<file path="config.mk">
export PLATFORM = sky130hd
export DESIGN_NAME = ffs_top
export DESIGN_NICKNAME = d
export VERILOG_FILES = /design/src/design/ffs_pkg.sv /design/src/design/ffs_accum.sv /design/src/design/ffs_top.sv
export SDC_FILE = /design/constraint.sdc
export NUM_CORES = 1
export LEC_CHECK = 0
export ABC_AREA = 1
export BUFFER_PORTS_ARGS = -buffer_cell sky130_fd_sc_hd__buf_4
export CORE_MARGIN = 2
export CORE_UTILIZATION = 57
export DETAILED_ROUTE_END_ITERATION = 8
export GPL_ROUTABILITY_DRIVEN = 0
export PLACE_DENSITY = 0.81
export SLEW_MARGIN = 20
export SYNTH_ARGS = -nofsm -noshare
export SYNTH_HDL_FRONTEND = slang
export SYNTH_SLANG_ARGS = --single-unit
</file>
<file path="constraint.sdc">
create_clock -name clock -period 4.2 [get_ports clock]
set_input_delay 0.63 -clock clock [delete_from_list [all_inputs] [get_ports clock]]
set_output_delay 0.63 -clock clock [all_outputs]
set_load 0.005 [all_outputs]
</file>
<file path="src/design/ffs_pkg.sv">
// Package with constants and types for the fractional feedback modulator control block
//
// Behaviour
// - Integer feedback ratio is 80 plus the 6-bit field, giving 80 to 131; the code does not limit the field, so values 52 to 63 give up to 143.
// - Host writes acquire trigger 1 then 0; device then reruns band calibration.
// - After reset a calibration picks one of 32 bands from the integer ratio.
// - In fractional mode the modulator adds -4 to +3 to the ratio each cycle.
// - Modulator runs only while its powerdown bit is 0; 1 keeps it off.
// - Modulus is built from a 4-bit field plus the next full byte.
// - Numerator is built from a full byte plus the shared register's upper nibble.
// - Modulator steps once per reference cycle; resolution is reference over modulus.
// - Output sequence repeat length follows the modulus factors of 2, 3 and 6.
// - Loop bandwidth is 50 kHz normally, 125 kHz while spread is requested.
// - While the widest-loop pin is high the bandwidth is forced to 250 kHz.
// - Modulator logic runs on the reference clock and only in fractional mode.
// - Average division equals integer ratio plus numerator over modulus.
package ffs_pkg;
  localparam int          FW            = 12;     // Fraction and modulus width
  localparam logic [7:0]  NB_BASE       = 8'h50;  // Integer ratio offset, 80
  localparam logic [5:0]  NB_FIELD_MAX  = 6'h33;  // Field value for ratio 131
  // Register indices on the write port
  localparam logic [2:0]  IDX_FRAC_HI   = 3'h0;
  localparam logic [2:0]  IDX_FRAC_MOD  = 3'h1;
  localparam logic [2:0]  IDX_MOD_LO    = 3'h2;
  localparam logic [2:0]  IDX_INT_RATIO = 3'h3;
  localparam logic [2:0]  IDX_MOD_CTL   = 3'h4;
  localparam logic [2:0]  IDX_BLEED     = 3'h5;
  localparam logic [2:0]  IDX_ACQ       = 3'h6;
  localparam logic [2:0]  IDX_STATUS    = 3'h7;
  // Field positions
  localparam int          PD_BIT        = 4;      // modulator_powerdown
  localparam int          BLEED_BIT     = 2;
  localparam int          ACQ_BIT       = 0;      // acquire_trigger
  // Reset values
  localparam logic [7:0]  RST_ZERO      = 8'h00;
  localparam logic [7:0]  RST_MOD_CTL   = 8'h10;  // Modulator powered down
  // Modulator output limits
  localparam logic signed [5:0] OFS_MAX = 6'sh03;
  localparam logic signed [5:0] OFS_MIN = -6'sh04;
  // Band calibration: 32 bands, band = field * 5 / 8 maps 0..51 onto 0..31
  localparam logic [2:0]  BAND_MUL      = 3'h5;
  localparam int          BAND_SHIFT    = 3;
  localparam int          CLK_PERIOD_NS = 50;
  localparam int          CAL_TIME_NS   = 10000;  // Least calibration time
  localparam int          CAL_CYCLES    = (CAL_TIME_NS + CLK_PERIOD_NS - 1) / CLK_PERIOD_NS;
  localparam int          CAL_W         = 8;
  // Loop bandwidth codes
  typedef enum logic [1:0] {FFS_BW_50K, FFS_BW_125K, FFS_BW_250K} ffs_bw_t;
  typedef enum logic [0:0] {FFS_IDLE, FFS_CAL} ffs_cal_t;
endpackage : ffs_pkg

</file>
<file path="src/design/ffs_accum.sv">
// One first-order modulus accumulator stage of the noise-shaping modulator
`timescale 1ns/100ps
module ffs_accum (
  input  wire logic                    clock,
  input  wire logic                    rst,
  input  wire logic                    run,
  input  wire logic [ffs_pkg::FW-1:0]  modulus,
  input  wire logic [ffs_pkg::FW-1:0]  incr,
  output logic      [ffs_pkg::FW-1:0]  acc,
  output logic                         carry
);
  typedef struct packed {
    logic [ffs_pkg::FW-1:0] acc;
    logic                   carry;
  } ffs_acc_t;

  ffs_acc_t                s_q;
  ffs_acc_t                s_d;
  logic   [ffs_pkg::FW:0]  sum;

  // Wrap at the modulus; the carry marks each wrap
  // Modulus wrap of all three stages sets the sequence repeat length
  always_comb begin
    s_d = s_q;
    sum = {1'b0, s_q.acc} + {1'b0, incr};
    if (!run) begin
      s_d = '0;                       // Cleared so each run restarts the same sequence
    end else if (sum >= {1'b0, modulus}) begin
      s_d.acc   = sum[ffs_pkg::FW-1:0] - modulus;
      s_d.carry = 1'b1;
    end else begin
      s_d.acc   = sum[ffs_pkg::FW-1:0];
      s_d.carry = 1'b0;
    end
  end

  always_ff @(posedge clock or posedge rst) begin
    if (rst) begin
      s_q <= '0;
    end else begin
      s_q <= s_d;
    end
  end

  assign acc   = s_q.acc;
  assign carry = s_q.carry;

  // Stored residue stays below the modulus while the increment is below it
  acc_below_mod_a: assert property (@(posedge clock) disable iff (rst)
    run && incr < modulus && s_q.acc < modulus |=> s_q.acc < modulus)
    else $error("accumulator left modulus range");
endmodule : ffs_accum

</file>
<file path="src/design/ffs_top.sv">
// Fractional feedback ratio control: registers, modulator, band calibration, bandwidth select
`timescale 1ns/100ps
module ffs_top (
  input  wire logic        clock,
  input  wire logic        rst,
  input  wire logic        reg_wr,
  input  wire logic [2:0]  reg_idx,
  input  wire logic [7:0]  reg_wdata,
  output logic      [7:0]  reg_rdata,
  input  wire logic        spread_request_pin,
  input  wire logic        widest_loop_pin,
  output logic      [7:0]  integer_feedback_ratio,
  output logic signed [3:0] modulator_offset,
  output logic             modulator_active,
  output logic             bleed_enable,
  output logic [1:0]       loop_bw_sel,
  output logic             cal_busy,
  output logic [4:0]       vco_band
);
  typedef struct packed {
    logic [7:0]              frac_hi;     // fraction_high_byte
    logic [7:0]              frac_mod;    // fraction_low_modulus_high
    logic [7:0]              mod_lo;      // modulus_low_byte
    logic [7:0]              int_ratio;   // integer_ratio_offset
    logic [7:0]              mod_ctl;     // modulator_control_reg
    logic [7:0]              bleed;       // bleed_control_reg
    logic [7:0]              acq;         // acquisition_control_reg
    logic                    armed;
    ffs_pkg::ffs_cal_t       cal;
    logic [ffs_pkg::CAL_W-1:0] cal_cnt;
    logic [4:0]              band;
    logic signed [3:0]       ofs;
    logic [2:0]              res;
    logic                    c2z;
    logic                    c3z;
    logic                    c3zz;
    logic [7:0]              ratio;
    ffs_pkg::ffs_bw_t        bw;
    logic [7:0]              rdata;
  } ffs_state_t;

  ffs_state_t                  s_q;
  ffs_state_t                  s_d;
  logic [ffs_pkg::FW-1:0]      frac_num;
  logic [ffs_pkg::FW-1:0]      frac_mod;
  logic [ffs_pkg::FW-1:0]      acc1;
  logic [ffs_pkg::FW-1:0]      acc2;
  logic                        c1;
  logic                        c2;
  logic                        c3;
  logic                        run;
  logic signed [5:0]           raw;
  logic signed [5:0]           tot;
  logic [5:0]                  field;
  logic [8:0]                  band_prod;

  // Field assembly from the split registers
  assign frac_num = {s_q.frac_hi, s_q.frac_mod[7:4]};
  assign frac_mod = {s_q.frac_mod[3:0], s_q.mod_lo};
  assign field    = s_q.int_ratio[5:0];
  // Fractional mode is the powered-up modulator
  assign run      = ~s_q.mod_ctl[ffs_pkg::PD_BIT];

  // Three cascaded stages, each stepping once per reference clock
  ffs_accum u_acc1 (
    .clock   (clock),
    .rst     (rst),
    .run     (run),
    .modulus (frac_mod),
    .incr    (frac_num),
    .acc     (acc1),
    .carry   (c1)
  );
  ffs_accum u_acc2 (
    .clock   (clock),
    .rst     (rst),
    .run     (run),
    .modulus (frac_mod),
    .incr    (acc1),
    .acc     (acc2),
    .carry   (c2)
  );
  ffs_accum u_acc3 (
    .clock   (clock),
    .rst     (rst),
    .run     (run),
    .modulus (frac_mod),
    .incr    (acc2),
    .acc     (),
    .carry   (c3)
  );

  // Next-state logic for registers, modulator output, calibration and bandwidth
  always_comb begin
    s_d = s_q;
    raw = '0;
    tot = '0;
    band_prod = '0;
    // Register writes
    if (reg_wr) begin
      case (reg_idx)
        ffs_pkg::IDX_FRAC_HI:   s_d.frac_hi   = reg_wdata;
        ffs_pkg::IDX_FRAC_MOD:  s_d.frac_mod  = reg_wdata;
        ffs_pkg::IDX_MOD_LO:    s_d.mod_lo    = reg_wdata;
        ffs_pkg::IDX_INT_RATIO: s_d.int_ratio = reg_wdata;
        ffs_pkg::IDX_MOD_CTL:   s_d.mod_ctl   = reg_wdata;
        ffs_pkg::IDX_BLEED:     s_d.bleed     = reg_wdata;
        ffs_pkg::IDX_ACQ:       s_d.acq       = reg_wdata;
        default: ;
      endcase
    end
    // Read data is registered; status shows calibration state and band
    case (reg_idx)
      ffs_pkg::IDX_FRAC_HI:   s_d.rdata = s_q.frac_hi;
      ffs_pkg::IDX_FRAC_MOD:  s_d.rdata = s_q.frac_mod;
      ffs_pkg::IDX_MOD_LO:    s_d.rdata = s_q.mod_lo;
      ffs_pkg::IDX_INT_RATIO: s_d.rdata = s_q.int_ratio;
      ffs_pkg::IDX_MOD_CTL:   s_d.rdata = s_q.mod_ctl;
      ffs_pkg::IDX_BLEED:     s_d.rdata = s_q.bleed;
      ffs_pkg::IDX_ACQ:       s_d.rdata = s_q.acq;
      default:                s_d.rdata = {2'b00, s_q.cal == ffs_pkg::FFS_CAL, s_q.band};
    endcase

    // Carry combination: c1 + d(c2) + dd(c3); raw spans -3..+4
    raw = $signed({5'b00000, c1}) + $signed({5'b00000, c2}) - $signed({5'b00000, s_q.c2z})
        + $signed({5'b00000, c3}) - $signed({4'b0000, s_q.c3z, 1'b0}) + $signed({5'b00000, s_q.c3zz});
    tot = raw + $signed({3'b000, s_q.res});
    // Excess above +3 is deferred, not dropped, so the average ratio stays exact
    if (!run) begin
      s_d.ofs = '0;
      s_d.res = '0;
      s_d.c2z = 1'b0;
      s_d.c3z = 1'b0;
      s_d.c3zz = 1'b0;
    end else begin
      if (tot > ffs_pkg::OFS_MAX) begin
        s_d.ofs = ffs_pkg::OFS_MAX[3:0];
        s_d.res = 3'(tot - ffs_pkg::OFS_MAX);
      end else begin
        s_d.ofs = tot[3:0];
        s_d.res = '0;
      end
      s_d.c2z  = c2;
      s_d.c3z  = c3;
      s_d.c3zz = s_q.c3z;
    end
    // Ratio = 80 + field + modulator offset
    s_d.ratio = 8'(ffs_pkg::NB_BASE + {2'b00, field} + {{4{s_q.ofs[3]}}, s_q.ofs});

    // Acquire trigger: a 1 arms, the following 0 starts a calibration
    if (s_q.acq[ffs_pkg::ACQ_BIT]) begin
      s_d.armed = 1'b1;
    end
    case (s_q.cal)
      ffs_pkg::FFS_IDLE: begin
        if (s_q.armed && !s_q.acq[ffs_pkg::ACQ_BIT]) begin
          s_d.armed   = 1'b0;
          s_d.cal     = ffs_pkg::FFS_CAL;
          s_d.cal_cnt = '0;
        end
      end
      ffs_pkg::FFS_CAL: begin
        // Band is picked from the ratio field at the end of the cycle
        if (s_q.cal_cnt == ffs_pkg::CAL_W'(ffs_pkg::CAL_CYCLES - 1)) begin
          band_prod = 9'(field) * 9'(ffs_pkg::BAND_MUL);
          s_d.band  = band_prod[ffs_pkg::BAND_SHIFT +: 5];
          s_d.cal   = ffs_pkg::FFS_IDLE;
        end else begin
          s_d.cal_cnt = s_q.cal_cnt + 1'b1;
        end
      end
      default: s_d.cal = ffs_pkg::FFS_IDLE;
    endcase

    // Bandwidth: widest-loop overrides spread request
    if (widest_loop_pin) begin
      s_d.bw = ffs_pkg::FFS_BW_250K;
    end else if (spread_request_pin) begin
      s_d.bw = ffs_pkg::FFS_BW_125K;
    end else begin
      s_d.bw = ffs_pkg::FFS_BW_50K;
    end
  end

  // State register; reset starts the power-up calibration
  always_ff @(posedge clock or posedge rst) begin
    if (rst) begin
      s_q           <= '0;
      s_q.mod_ctl   <= ffs_pkg::RST_MOD_CTL;
      s_q.int_ratio <= ffs_pkg::RST_ZERO;
      s_q.cal       <= ffs_pkg::FFS_CAL;
      s_q.ratio     <= ffs_pkg::NB_BASE;
    end else begin
      s_q <= s_d;
    end
  end

  assign reg_rdata              = s_q.rdata;
  assign integer_feedback_ratio = s_q.ratio;
  assign modulator_offset       = s_q.ofs;
  assign modulator_active       = run;
  assign bleed_enable           = s_q.bleed[ffs_pkg::BLEED_BIT]; // Host keeps it consistent
  assign loop_bw_sel            = s_q.bw;
  assign cal_busy               = (s_q.cal == ffs_pkg::FFS_CAL);
  assign vco_band               = s_q.band;

  // Checks
  ofs_range_a: assert property (@(posedge clock) disable iff (rst)
    s_q.ofs >= -4'sd4 && s_q.ofs <= 4'sd3) else $error("modulator offset out of range");
  pd_quiet_a: assert property (@(posedge clock) disable iff (rst)
    !run ##1 !run |-> s_q.ofs == 4'sd0) else $error("offset moved while powered down");
  int_ratio_a: assert property (@(posedge clock) disable iff (rst)
    !run ##1 !run && $stable(field) |=> s_q.ratio == ffs_pkg::NB_BASE + {2'b00, $past(field)})
    else $error("integer ratio not base plus field");
  ratio_track_a: assert property (@(posedge clock) disable iff (rst)
    1'b1 |=> s_q.ratio == 8'(ffs_pkg::NB_BASE + {2'b00, $past(field)} + {{4{$past(s_q.ofs[3])}}, $past(s_q.ofs)}))
    else $error("ratio does not follow offset");
  bw_wide_a: assert property (@(posedge clock) disable iff (rst)
    widest_loop_pin |=> loop_bw_sel == ffs_pkg::FFS_BW_250K) else $error("widest loop not forced");
  bw_spread_a: assert property (@(posedge clock) disable iff (rst)
    !widest_loop_pin |=> loop_bw_sel == ($past(spread_request_pin) ? ffs_pkg::FFS_BW_125K : ffs_pkg::FFS_BW_50K))
    else $error("bandwidth select wrong");
  acq_start_a: assert property (@(posedge clock) disable iff (rst)
    s_q.cal == ffs_pkg::FFS_IDLE && s_q.armed && !s_q.acq[ffs_pkg::ACQ_BIT] |=> cal_busy)
    else $error("acquire trigger did not start calibration");
  cal_band_a: assert property (@(posedge clock) disable iff (rst)
    cal_busy ##1 !cal_busy |-> vco_band == 5'(({3'b000, $past(field)} * 9'(ffs_pkg::BAND_MUL)) >> ffs_pkg::BAND_SHIFT))
    else $error("band not taken from ratio");
  mod_nib_a: assert property (@(posedge clock) disable iff (rst)
    frac_mod[ffs_pkg::FW-1 -: 4] == s_q.frac_mod[3:0] && frac_num[3:0] == s_q.frac_mod[7:4])
    else $error("shared register split wrong");
endmodule : ffs_top

</file>
==> reports/metrics.yaml <==
status: "finished clean"
post_route_cells_drive_above_1_share_pct: 9.77
slew-limit-headroom_pct: 39.9
critPathTopFamily: "adder cells"
routedWlPerCell_um: 16.1
crit_top_cell: "inv_1"
rr_worst_depth: 19
cp.arrival_ps: 3750
drv_slew: 0
syn_inst: 1430
fin_crit_sh_pct: 81.9
period_needed_ps: 3440
whs_path_depth: 1
setup_viol: 0
syn_avg_cell_area_sq_um: 7.50
path_clk_slew_ps: 60
synth_compound_area_share_pct: 8.75
grt_usage_pct: 27.9
ant_nets: 0
seq_area_frac_synth_pct: 32.2
muxShareOfSynthArea_pct: 0.210
drt_iter0_drc: 848
post_dp_cell_area_sq_um: 11000
tightest_slew_ps: 900
syn_nets: 1560
synth.distinct_cells: 36
critPathLaunch: "u_acc2.carry"
crit_type: "reg -> reg"
post-cts-setup-buffer-count: 0
yosys.area.top_type_share_pct: 31.3
grt_pass1_wl_um: 43900
hold_class: "in -> reg"
rsz0062_at_grt: "false"
insertion_delay_ps: 440
num_rows: 50
slowest_stage: "fa_1"
grt_pass1_vias: 8917
die_area_sq_um: 19900
critPathRequiredTime_ps: 4510
ys_top_cells_by_area: "dfrtp_1, nand2_1, ha_1"
yosys.area_share.adder_pct: 14.1
dieWidth_um: 141
maxCapViolations: 0
holdCritStartpoint: "widest_loop_pin"
initial_core_util_pct: 57.7
clock.fmax_mhz: 291
holdBufCountCts: 0
slowest_delay_ps: 490
grt_max_degree: 98
final_core_util_pct: 62.2
tns_ps: 0
syn-cell-area_sq_um: 10700
area_growth_pct: 7.66
n_antenna_cell: 0
viasPerCell: 5.66
cts_num_sinks: 138
cts_tree: "built"
hold_viol_final: 0
clock_tree.buffer_depth: 2
synth_top_family_by_area: "simple AND/OR/NAND/NOR gates"
cts_resized: 0
cts_buffers: 17
antenna_found_initial: 0
synthXorXnorAreaFrac_pct: 4.73
overflow: 0
vias: 9554
ys_warn_count: 0
ys_ff_latch: 138
synthSimpleGateAreaFrac_pct: 28.3
design_area_sq_um: 11600
die_y_um: 141
finClkSkew_ps: 14.5
drcViolationCount: 0
yosys.area.top_type: "dfrtp_1"
coreArea_sq_um: 18600
cp_num_cells: 19
cp.buffers_inverters: 5
h-tree-depth: 4
end_kind: "flop"
crit_path_max_fanout: 5
port_buffers: 45
start_kind: "flop"
cp_cell_sequence: "inv_1 > ha_1 > inv_1 > ha_1 > inv_1 > ha_1 > fa_1 > fa_1 > inv_1 > ha_1 > nand2_1 > a21oi_1 > nor2_1 > nand2_1 > nand2_1 > inv_1 > nand2_1 > nand3_1 > o21ai_0"
routed_wl_um: 27200
rr_startpoint: "u_acc2.carry"
pin_count: 46
clk_root_buffer_cell: "clkbuf_16"
layout.nets: 1570
first_pass_iters: 6
place_hpwl_um: 20600
==> layout by cell type (no fill, tap or decap), types with 16 or more instances in the layout <==
cell	count
nand2_1	374
inv_1	212
dfrtp_1	134
ha_1	102
nand3_1	95
nor2_1	83
nand4_1	64
a21oi_1	56
o21ai_0	50
buf_4	46
xor2_1	35
o21ai_1	27
xnor2_1	23
clkbuf_16	17
nand2_2	16
nand3_2	16
==> state kept, by name, summed over array words and instances (netlist names), 6 cells and up <==
signal and flops:
integer_feedback_ratio 8, u_acc2.acc 12, s_q 40, frac_mod 12, u_acc1.acc 12, reg_rdata 8
frac_num 12, u_acc3.acc 12, field 6
==> per-layer routing <==
metal	global-route usage [%]	vias to the layer above	wire (um)
met5	0	-	0
met4	10.3	0	890
met3	5.60	66	2220
met2	45.3	413	12600
met1	37.0	4431	11500
li1	-	4644	-
==> Yosys cell counts (all sizes together) <==
| library cell | count |
|---|---|
| a221oi | 12 |
| o31ai | 2 |
| nand4 | 64 |
| xnor2 | 23 |
| a21oi | 59 |
| a21o | 1 |
| or2 | 1 |
| nor3 | 6 |
| xor2 | 35 |
| o22ai | 6 |
| inv | 224 |
| nand2 | 397 |
| ha | 102 |
| a31oi | 1 |
| dfstp | 4 |
| nor2 | 88 |
| o21ai | 77 |
| nand3b | 3 |
| dfrtp | 134 |
| o21bai | 10 |
| fa | 12 |
| nand3 | 111 |
| buf | 52 |
| mux2 | 2 |
| clkbuf | 4 |
==> worst paths after layout <==
kind | slack [ps] | to
setup / recovery | 760 | modulator_offset[1]
hold reg to reg | 490 | s_q[54]
setup reg to reg | 760 | modulator_offset[1]
max in group asynchronous | 2860 | u_acc2.acc[6]
hold / removal | 320 | loop_bw_sel[1]
min in group asynchronous | 380 | loop_bw_sel[0]
==> cells by family after synthesis <==
kind of cell,Yosys count
AO/OA/AOI/OAI,168
buffers and inverters,280
multiplexers,2
flip-flops,138
XOR/XNOR,58
AND/OR/NAND/NOR,670
adder cells (fa/ha/maj),114
==> metrics by stage <==
stage / setup WS, ps / hold WS, ps / cells
6_report: 759 / 321 / 1687
3_5_place_dp: 839 / 474 / 1655
4_1_cts: 750 / 314 / 1687
2_1_floorplan: 1090 / 448 / 1430
3_3_place_gp: 957 / 466 / 1655
5_1_grt: 538 / 308 / 1687
==> final cells by class <==
| type | count | area [sq um] |
|---|---|---|
| Fill cell | 1560 | 7030 |
| Multi-Input combinational cell | 1012 | 6020 |
| Sequential cell | 138 | 3460 |
| Inverter | 224 | 845 |
| Clock buffer | 19 | 433 |
| Timing Repair Buffer | 47 | 365 |
| Tap cell | 234 | 293 |
| Clock inverter | 13 | 136 |
Power is not shown: default switching activity piles up to over one toggle a cycle in this logic, so the estimate is an artifact.
